`config.mk`:
```
export PLATFORM = sky130hd
export DESIGN_NAME = ssa_control
export DESIGN_NICKNAME = d
export VERILOG_FILES = /design/src/logic/ssa_pkg.sv /design/src/logic/ssa_sync.sv /design/src/logic/ssa_control.sv
export SDC_FILE = /design/constraint.sdc
export NUM_CORES = 1
export LEC_CHECK = 0
export ABC_AREA = 1
export BUFFER_PORTS_ARGS = -buffer_cell sky130_fd_sc_hd__buf_2
export CORE_MARGIN = 2
export CORE_UTILIZATION = 61
export CTS_CLUSTER_DIAMETER = 80
export DETAILED_ROUTE_END_ITERATION = 8
export PLACE_DENSITY = 0.92
export SLEW_MARGIN = 25
export SYNTH_ARGS = -nofsm -noshare
export SYNTH_HDL_FRONTEND = slang
export SYNTH_SLANG_ARGS = --single-unit
```
`constraint.sdc`:
```
create_clock -name core_clk -period 2.8 [get_ports core_clk]
set_input_delay 0.14 -clock core_clk [delete_from_list [all_inputs] [get_ports core_clk]]
set_output_delay 0.14 -clock core_clk [all_outputs]
set_load 0.03 [all_outputs]
```
`src/logic/ssa_pkg.sv`:
```
// Purpose: Shared constants and types of the serial step attenuator control
// Assumes: 16-bit write frames shifted MSB first while the latch enable is low
// Notes:   Frame layout is chip address, one spare bit, register address, data
package ssa_pkg;

  // Frame geometry
  localparam int          FRAME_BITS  = 16;
  localparam int          CNT_W       = 5;
  localparam logic [4:0]  FRAME_CNT   = 5'h10;
  localparam logic [4:0]  CNT_SAT     = 5'h1f;
  localparam int          CHIP_MSB    = 15;
  localparam int          CHIP_LSB    = 13;
  localparam int          REG_MSB     = 11;
  localparam int          REG_LSB     = 8;
  localparam int          CODE_MSB    = 6;
  localparam int          CFG_MSB     = 7;

  // Register addresses
  localparam logic [3:0]  REG_PRIMARY   = 4'h0;
  localparam logic [3:0]  REG_CONFIG    = 4'h1;
  localparam logic [3:0]  REG_ALTERNATE = 4'h2;

  // Attenuation code and reset values
  localparam int          CODE_W        = 7;
  localparam logic [6:0]  CODE_MAX      = 7'h7f;
  localparam logic [6:0]  CODE_MIN      = 7'h00;
  localparam logic [6:0]  PRIMARY_RST   = 7'h7f;
  localparam logic [6:0]  ALTERNATE_RST = 7'h7f;
  localparam logic [7:0]  CONFIG_RST    = 8'h00;

  // Configuration fields
  localparam int          CFG_POINTER_BIT = 0;
  localparam int          CFG_ENABLE_BIT  = 1;

  // Chip address that the internal pulls give to open pins
  localparam logic [2:0]  CHIP_ID_DEFAULT = 3'h6;

  // Synchroniser reset levels
  localparam logic [5:0]  SYNC_RST    = 6'h00;
  localparam logic [0:0]  LATCH_IDLE  = 1'h1;

  // Frame receiver states
  typedef enum logic [0:0]
  {
    FRM_IDLE,
    FRM_SHIFT
  } ssa_frm_state_t;

endpackage

```
`src/logic/ssa_sync.sv`:
```
// Purpose: Two-flop synchroniser for pins that arrive from outside core_clk
// Assumes: Each bit is an independent level; no bus coherence is promised
// Notes:   First stage is read only by the second stage
`timescale 1ns/1ps
module ssa_sync
#(
  parameter int                 WIDTH   = 1,
  parameter logic [WIDTH-1:0]   RST_VAL = '0
)
(
  // Clock and reset
  input  wire logic               core_clk,
  input  wire logic               sys_rst,
  // Levels
  input  wire logic [WIDTH-1:0]   asyncIn,
  output logic      [WIDTH-1:0]   syncOut
);

  logic [WIDTH-1:0] stage1_r;

  always_ff @(posedge core_clk or posedge sys_rst)
  begin
    if (sys_rst)
    begin
      stage1_r <= RST_VAL;
      syncOut  <= RST_VAL;
    end
    else
    begin
      stage1_r <= asyncIn;
      syncOut  <= stage1_r;
    end
  end

endmodule // ssa_sync

```
`src/logic/ssa_control.sv`:
```
// Purpose: Serial write port, register file and core drive of a step attenuator
// Assumes: Serial clock far slower than core_clk; frames end on latch enable rise
// Notes:   Core cell enables and status outputs all come straight from flip-flops
`timescale 1ns/1ps

// Function
// RL1: Each register write is one 16-bit frame carrying a three-bit chip address.
// RL2: Act on a frame only when its chip address equals the chip-ID pins.
// RL3: Unconnected chip-ID pins resolve to 110, chip address six.
// RL4: Register address 0 primary, 1 configuration, 2 alternate attenuation.
// RL5: Attenuation is a 7-bit code of 0.25 dB steps; 127 is 31.75 dB.
// RL6: Code zero bypasses every attenuation cell.
// RL7: With alternate off, a primary write applies as soon as the frame ends.
// RL8: Alternate enabled and select pin high drive the core from register 2.
// RL9: Select pin low drives the core from the primary register.
// RL10: Select pin does nothing until the alternate feature is enabled.
// RL11: Host enables the feature by writing three to the configuration register.
// RL12: Reset loads the alternate register with the 31.75 dB code.
// RL13: Configuration bit 1 enables the feature; bit 0 points at register 2.
// RL14: Reset loads the primary register with 01111111, maximum attenuation.
// RL15: Code bits 6 to 0 drive the 16 down to 0.25 dB cells.
// RL16: Reset clears every configuration bit, disabling the alternate feature.
// RL17: Data bit 7 of both attenuation registers is ignored.
module ssa_control
(
  // Clock and reset
  input  wire logic         core_clk,
  input  wire logic         sys_rst,
  // Serial write port
  input  wire logic         serClk,
  input  wire logic         serData,
  input  wire logic         latchEn,
  // Static select
  input  wire logic         alternateSelectPin,
  // Chip identity pins and their open-pin flags
  input  wire logic         chipIdPin0,
  input  wire logic         chipIdPin1,
  input  wire logic         chipIdPin2,
  input  wire logic [2:0]   chipIdOpen,
  // Attenuator core drive
  output logic [6:0]        coreCellEn_r,
  // Status
  output logic              altActive_r,
  output logic              frameAck_r
);

  // Synchronised pins
  logic [5:0]                   pinSync;
  logic [0:0]                   latchSync;
  logic [2:0]                   openSync;
  logic                         sclkS;
  logic                         sdataS;
  logic                         altSelS;
  logic [2:0]                   idPinS;
  logic                         latchS;

  // Frame receiver
  ssa_pkg::ssa_frm_state_t      frmState_r;
  ssa_pkg::ssa_frm_state_t      frmState_nxt;
  logic                         sclkOld_r;
  logic                         latchOld_r;
  logic                         sclkRise;
  logic                         latchRise;
  logic                         latchFall;
  logic [15:0]                  shift_r;
  logic [4:0]                   bitCnt_r;
  logic                         frameEnd;

  // Decode
  logic [2:0]                   chipId_r;
  logic [2:0]                   frmChip;
  logic [3:0]                   frmReg;
  logic [7:0]                   frmData;
  logic                         frameOk;

  // Registers
  logic [6:0]                   primary_r;
  logic [7:0]                   config_r;
  logic [6:0]                   alternate_r;
  logic                         useAlt;

  ssa_sync
  #(
    .WIDTH   (6),
    .RST_VAL (ssa_pkg::SYNC_RST)
  )
  u_pinSync
  (
    .core_clk (core_clk),
    .sys_rst  (sys_rst),
    .asyncIn  ({serClk, serData, alternateSelectPin, chipIdPin2, chipIdPin1, chipIdPin0}),
    .syncOut  (pinSync)
  );

  // Latch enable idles high, so its chain resets high to avoid a false frame end
  ssa_sync
  #(
    .WIDTH   (1),
    .RST_VAL (ssa_pkg::LATCH_IDLE)
  )
  u_latchSync
  (
    .core_clk (core_clk),
    .sys_rst  (sys_rst),
    .asyncIn  (latchEn),
    .syncOut  (latchSync)
  );

  ssa_sync
  #(
    .WIDTH   (3),
    .RST_VAL (ssa_pkg::SYNC_RST[2:0])
  )
  u_openSync
  (
    .core_clk (core_clk),
    .sys_rst  (sys_rst),
    .asyncIn  (chipIdOpen),
    .syncOut  (openSync)
  );

  assign sclkS   = pinSync[5];
  assign sdataS  = pinSync[4];
  assign altSelS = pinSync[3];
  assign idPinS  = pinSync[2:0];
  assign latchS  = latchSync[0];

  // Edge detection on the synchronised copies only
  always_ff @(posedge core_clk or posedge sys_rst)
  begin
    if (sys_rst)
    begin
      sclkOld_r  <= 1'b0;
      latchOld_r <= 1'b1;
    end
    else
    begin
      sclkOld_r  <= sclkS;
      latchOld_r <= latchS;
    end
  end

  assign sclkRise  = sclkS & ~sclkOld_r;
  assign latchRise = latchS & ~latchOld_r;
  assign latchFall = ~latchS & latchOld_r;

  // Open pins take the pull pattern
  always_ff @(posedge core_clk or posedge sys_rst)
  begin
    if (sys_rst)
      chipId_r <= ssa_pkg::CHIP_ID_DEFAULT;
    else
      chipId_r <= (openSync & ssa_pkg::CHIP_ID_DEFAULT) | (~openSync & idPinS); // see RL3
  end

  always_comb
  begin
    frmState_nxt = frmState_r;
    case (frmState_r)
      ssa_pkg::FRM_IDLE:
        if (latchFall)
          frmState_nxt = ssa_pkg::FRM_SHIFT;
      ssa_pkg::FRM_SHIFT:
        if (latchRise)
          frmState_nxt = ssa_pkg::FRM_IDLE;
      default:
        frmState_nxt = ssa_pkg::FRM_IDLE;
    endcase
  end

  always_ff @(posedge core_clk or posedge sys_rst)
  begin
    if (sys_rst)
      frmState_r <= ssa_pkg::FRM_IDLE;
    else
      frmState_r <= frmState_nxt;
  end

  // Shift MSB first; count saturates so overlong frames never wrap to 16
  always_ff @(posedge core_clk or posedge sys_rst)
  begin
    if (sys_rst)
    begin
      shift_r  <= '0;
      bitCnt_r <= '0;
    end
    else if (frmState_r == ssa_pkg::FRM_IDLE)
    begin
      if (latchFall)
        bitCnt_r <= '0;
    end
    else if (sclkRise && !latchRise)
    begin
      shift_r <= {shift_r[ssa_pkg::FRAME_BITS-2:0], sdataS};
      if (bitCnt_r != ssa_pkg::CNT_SAT)
        bitCnt_r <= bitCnt_r + 5'h01;
    end
  end

  assign frameEnd = (frmState_r == ssa_pkg::FRM_SHIFT) && latchRise;
  assign frmChip  = shift_r[ssa_pkg::CHIP_MSB:ssa_pkg::CHIP_LSB];
  assign frmReg   = shift_r[ssa_pkg::REG_MSB:ssa_pkg::REG_LSB];
  assign frmData  = shift_r[ssa_pkg::CFG_MSB:0];
  assign frameOk  = frameEnd && (bitCnt_r == ssa_pkg::FRAME_CNT) // see RL1
                 && (frmChip == chipId_r);                       // see RL2

  // Bit 7 is never stored in the attenuation words
  always_ff @(posedge core_clk or posedge sys_rst)
  begin
    if (sys_rst)
      primary_r <= ssa_pkg::PRIMARY_RST; // see RL14
    else if (frameOk && frmReg == ssa_pkg::REG_PRIMARY) // see RL4
      primary_r <= frmData[ssa_pkg::CODE_MSB:0]; // see RL17 see RL5 see RL7
  end

  always_ff @(posedge core_clk or posedge sys_rst)
  begin
    if (sys_rst)
      config_r <= ssa_pkg::CONFIG_RST; // see RL16
    else if (frameOk && frmReg == ssa_pkg::REG_CONFIG)
      config_r <= frmData;
  end

  always_ff @(posedge core_clk or posedge sys_rst)
  begin
    if (sys_rst)
      alternate_r <= ssa_pkg::ALTERNATE_RST; // see RL12
    else if (frameOk && frmReg == ssa_pkg::REG_ALTERNATE)
      alternate_r <= frmData[ssa_pkg::CODE_MSB:0]; // see RL17
  end

  // Feature on plus pointer set routes the select pin; otherwise primary wins
  assign useAlt = config_r[ssa_pkg::CFG_ENABLE_BIT]    // see RL10
               && config_r[ssa_pkg::CFG_POINTER_BIT]   // see RL13
               && altSelS;

  // Code bits map one to one onto cells, so code zero bypasses all of them
  always_ff @(posedge core_clk or posedge sys_rst)
  begin
    if (sys_rst)
    begin
      coreCellEn_r <= ssa_pkg::PRIMARY_RST;
      altActive_r  <= 1'b0;
    end
    else
    begin
      coreCellEn_r <= useAlt ? alternate_r : primary_r; // see RL8 see RL9 see RL15 see RL6
      altActive_r  <= useAlt;
    end
  end

  always_ff @(posedge core_clk or posedge sys_rst)
  begin
    if (sys_rst)
      frameAck_r <= 1'b0;
    else
      frameAck_r <= frameOk;
  end
endmodule // ssa_control

```
# --- Word level (Yosys, flattened, before mapping) ---
# Cells that the tools add are included.
op_classes:
  addsub: 1
  n_mul: 0
  div_mod_pow: 0
  magnitude_cmp: 0
  eq_ne: 7
  shifts: 0
  mux: 8
  bitwise: 10
  n_reduce_logical: 14
ops:
  columns: ["operator", "count"]
  rows:
  - ["2-to-1 mux 5 bit", 4]
  - ["logical AND 1 bit", 9]
  - ["2-to-1 mux 7 bit", 1]
  - ["adder 5 x 1 -> 5 bit, second input constant", 1]
  - ["equality test 5 bit, second input constant", 1]
  - ["!= test 5 bit, second input constant", 1]
  - ["equality test 4 x 1 -> 1 bit, second input constant", 1]
  - ["equality test 4 x 2 -> 1 bit, second input constant", 1]
  - ["logical NOT 4 bit", 1]
  - ["!= test 2 x 1 -> 1 bit, second input constant", 2]
  - ["inverter 1 bit", 4]
  - ["bitwise AND 1 bit", 3]
  - ["bitwise AND 3 bit", 1]
  - ["equality test 3 bit", 1]
  - ["inverter 3 bit", 1]
  - ["bitwise OR 3 bit", 1]
  - ["AND reduction 3 bit", 1]
  - ["2-to-1 mux 1 bit", 2]
  - ["case mux 1 bit (2 select lines)", 1]
  - ["AND reduction 2 bit", 1]
  - ["nonzero test 2 bit", 1]
  - ["logical NOT 1 bit", 1]
word_totals:
  reg_bits: 72
  latch_bits: 0
  mem_bits_rw: 0
  rom_bits: 0
  input_bits: 12
  output_inout_bits: 9
  elab_cells: 58
  memories: 0

# --- Logic depth before layout (Yosys ltp) ---
depth:
  ltp_word: 6
  mapped_depth: 9
  depth_no_buf: 9

# --- By module ---
# A second synthesis with hierarchy kept.
hier_totals:
  cells_unflattened: 257
  hier_area_um2: 2732.6
modules_own_cells:
  columns: ["mod", "n_inst", "cells_per_inst", "area_each_um2", "seq_area_each_um2"]
  rows:
  - ["ssa_control", 1, 234, 2218.4, 1331.3]
  - ["ssa_sync at u_pinSync", 1, 13, 304.0, 300.3]
  - ["ssa_sync at u_openSync", 1, 7, 153.9, 150.1]
  - ["ssa_sync at u_latchSync", 1, 3, 56.3, 52.6]

# --- Worst setup path before layout ---
# Ideal clock, no wire load.
synth_path:
  path_kind: "reg2reg"
  start: "reg bitCnt_r[0]"
  end: "reg bitCnt_r[0]"
  setup_ps: 83
  arrival_ps: 1322
  required_time_ps: 2717
  setup_slack_ps: 1395
  path_stages_with_launch: 10
  path_buffers: 0
  synth_period_minus_slack_ps: 1405
  path_cell_list: "dfrtp_1 > ha_1 > nand2_1 > nor2_1 > ha_1 > inv_1 > nand4_1 > nand2_1 > nand3_1 > o21ai_0"
synth_via:
  elab_chain_len: 4
  word_cells_on_any_way: 7
  cone_classes: "add/sub: 1; eq/ne: 2; mux: 3; reduce/logical: 1"
synth_rtl:
  columns: ["element", "line_no", "source"]
  rows:
  - ["start: declaration", "ssa_control.sv:66", "logic [4:0] bitCnt_r;"]
  - ["start signal: assignment", "ssa_control.sv:196", "bitCnt_r <= bitCnt_r + 5'h01;"]
  - ["adder 5 x 1 -> 5 bit", "ssa_control.sv:196", null]
  - ["2-to-1 mux 5 bit", "ssa_control.sv:195", "if (bitCnt_r != ssa_pkg::CNT_SAT)"]
  - ["2-to-1 mux 5 bit", "ssa_control.sv:192", "else if (sclkRise && !latchRise)"]
  - ["2-to-1 mux 5 bit", "ssa_control.sv:187", "else if (frmState_r == ssa_pkg::FRM_IDLE)"]
# Parallel ways exist; a longest one is shown, timed or not. The select of a mux whose other input is x is not followed.
# A chain may end at the register's enable or synchronous reset.

# --- Worst setup path after layout ---
layout_path:
  start: "reg bitCnt_r[0]"
  end: "reg bitCnt_r[1]"
# The elaborated chain is that of the path after synthesis.

==> results.toml <==
[status]
outcome = "finished, final reports clean"

[clocking]
cts.sinks = 72
worstSkewPairLatency_ns = 0.33
cts_buffer_depth = 2
cts_tree = "done"
clk_pin_slew_worst_paths_ns = 0.07
postCtsResizedCells = 0
cts_buffers = 9
htreeDepth = 3
ctsRootBufferMaster = "clkbuf_8"

[setup_path]
path_delay_family = "simple AND/OR/NAND/NOR gates"
cp_num_buf_inv = 1
crit_path_top_delay_cell = "dfrtp_1"
slowest_delay_ns = 0.42
arrival_ns = 1.85
cp.required_ns = 3.05
endpoint_kind = "flip-flop"
path_cells = "ha_1, nand2_1, nor2_1, ha_1, inv_1, nand4_1, nand2_1, nand3_1, o21ai_0"
crit_type = "reg -> reg"
worstSetupStartpointType = "flip-flop"
critical_path_peak_fanout = 8

[global_route]
busiest_layer = "met2"
use_met3 = 0.08017
grt_max_degree = 35
grt_usage = 0.2016
antenna_found_initial = 0
grtUsageMet1 = 0.2456
grt_pass1_vias = 1783
grt_pass1_wl_um = 7748
use_met2 = 0.3220
overflow = 0

[power_and_ir_drop]
p_clk_frac = 0.301
power.density_mw_per_mm2 = 763.9
sw_frac_of_total = 0.3001
switchingPower_uw = 734.6
cellLeakagePower_nw = 1.576
power_mw = 2.448
p_int_mw = 1.713
seqPwrFrac = 0.537
combinationalPowerShare = 0.162
ir_worst_vdd_mv = 0.6319

[min_path]
worstHoldPathType = "in -> async"

[drt]
drt_iter0_markers = 129
drt_wl_total_um = 4437
drt-vias-per-instance = 5.118
drc = 0
dr.pass1.iters = 5
wire_per_inst_um = 12.16
drtAntennaViolNets = 0
vias = 1868

[timing]
finalHoldViolations = 0
setup_viol = 0
period_share = 0.5706
fmax_mhz = 625.9
holdWs_ns = 0.3270
slew_viol_final = 0
post-route-min-period_ns = 1.598
slew_headroom = 0.7343
finClkSkew_ns = 0.005508
setup_tns_ns = 0
worst_pin_slew_ns = 0.3985
rsz0062_at_grt = "no"

[synth]
synthCells = 268
ys_warn_count = 0
synth.area.top_cells = "dfrtp_1 (42%), dfstp_2 (25%), nand2_1 (11%)"
syn_nets = 283
yosysSeqAreaShare = 0.6649
ys_types = 22
syn_avg_cell_area_um2 = 10.29
yosysTopAreaCellShare = 0.4172
yosys.area.top_type = "dfrtp_1"
ys_ff_latch = 72
synth_area_mm2 = 0.002759

[cells_and_area]
fin_nets = 323
syn_to_final_growth_pct = 16.15
fill_cells = 274
antenna_cells = 0
fin_util = 0.7359
drive_above_1_share = 0.2556

[die]
die_h_um = 71.25
rows = 24
initial_core_util = 0.6336
die_w_um = 71.25
core_mm2 = 0.004354
dieArea_mm2 = 0.005077
pin_count = 21

[placement]
port-buffer-count = 20
gp_congestion = 0.7657
dpl.hpwl_um = 3006

[flow_run]
maxCapViolCount = 0
==> worst register-to-register path: stages (launching register included) <==
cell     delay, ns
dfrtp_1       0.42
ha_1          0.22
nand2_1       0.08
nor2_1        0.04
ha_1          0.17
inv_1         0.05
nand4_1       0.12
nand2_1       0.21
nand3_1       0.10
o21ai_0       0.09
==> layout make-up <==
cell class / count / area (um^2) / share of cell area
clock buffers: 14 / 172.7 / 0.05389
clock inverters: 2 / 12.51 / 0.003905
inverters: 26 / 97.59 / 0.03046
well taps: 52 / 65.06 / 0.02030
flip-flops and latches: 72 / 1834 / 0.5724
multi-input cells: 165 / 789.5 / 0.2464
repair buffers: 34 / 232.7 / 0.07263
==> cell usage in the layout, fill, tap and decap left out, drive strengths merged <==
master	instances
clkinv	2
or2	2
dfrtp	46
nor3b	1
a21oi	7
dlygate4sd3	11
buf	23
nand3	27
inv	25
dfstp	26
o21ai	16
ha	3
nand2	82
nand4	6
clkbuf	14
clkinvlp	1
nor2	21
==> worst paths after layout <==
path	from	endpoint	slack [ns]	depth (start not counted)
hold reg to reg	u_pinSync.stage1_r[0]	u_pinSync.syncOut[0]	0.35	0
max in group asynchronous	sys_rst	alternate_r[4]	1.71	4
hold / removal	sys_rst	u_pinSync.syncOut[0]	0.33	3
setup reg to reg	bitCnt_r[0]	bitCnt_r[1]	1.20	9
setup / recovery	bitCnt_r[0]	bitCnt_r[1]	1.20	9
min in group core_clk	u_pinSync.stage1_r[0]	u_pinSync.syncOut[0]	0.35	0
==> sequential cells by signal, summed over array words and instances, names as in the netlist <==
signal                count
altActive_r               1
alternate_r               7
bitCnt_r                  5
chipId_r                  3
config_r                  2
coreCellEn_r              7
frameAck_r                1
frmState_r                1
latchOld_r                1
primary_r                 7
sclkOld_r                 1
shift_r                  16
u_latchSync.stage1_r      1
u_latchSync.syncOut       1
u_openSync.stage1_r       3
u_openSync.syncOut        3
u_pinSync.stage1_r        6
u_pinSync.syncOut         6
==> synthesized netlist by cell type, drive strengths merged <==
| master | number |
|---|---|
| clkinv | 1 |
| buf | 5 |
| nor2 | 21 |
| ha | 3 |
| nor3b | 1 |
| nand3 | 27 |
| nand4 | 6 |
| inv | 25 |
| dfstp | 26 |
| or2 | 2 |
| a21oi | 7 |
| o21ai | 16 |
| dfrtp | 46 |
| nand2 | 82 |
==> stage by stage <==
step | setup slack [ns] | cells | area (um^2)
CTS | 1.211 | 365 | 3204
finish | 1.202 | 365 | 3204
detailed placement | 1.232 | 338 | 2909
floorplan | 0.8781 | 268 | 2759
global route | 1.062 | 365 | 3204
global placement | 1.300 | 338 | 2909
==> logic make-up (layout without fill, tap and decap cells) <==
family,after synthesis,after routing,synth area share
AND/OR/NAND/NOR,139,139,0.2308
flip-flops,72,72,0.6649
buffers and inverters,31,76,0.04898
AO/OA/AOI/OAI,23,23,0.04172
adder cells (fa/ha/maj),3,3,0.01361
==> power groups by stage <==
stage	Clock (mW)	Combinational [mW]	Sequential, mW
after floorplan	0	0.315	1.29
after global placement	0	0.363	1.31
after detailed placement	0	0.385	1.33
after CTS	0.757	0.401	1.31
after global routing	0.814	0.448	1.33
final	0.738	0.395	1.31
==> repair_timing <==
action / 4_1_cts / 5_1_grt
hold buffers: 11 / 0
setup buffers: 0 / 0
hold endpoints to repair: 27 / 0
endpoints found under the setup margin: 0 / 0
==> routing by layer <==
metal  routed length [um]  part of all wire
met2                 2196              0.49
met4                   56             0.013
met1                 2028              0.46
met3                  155             0.035
met5                    0                 0
Note: power is estimated with default switching activity, not from simulation.
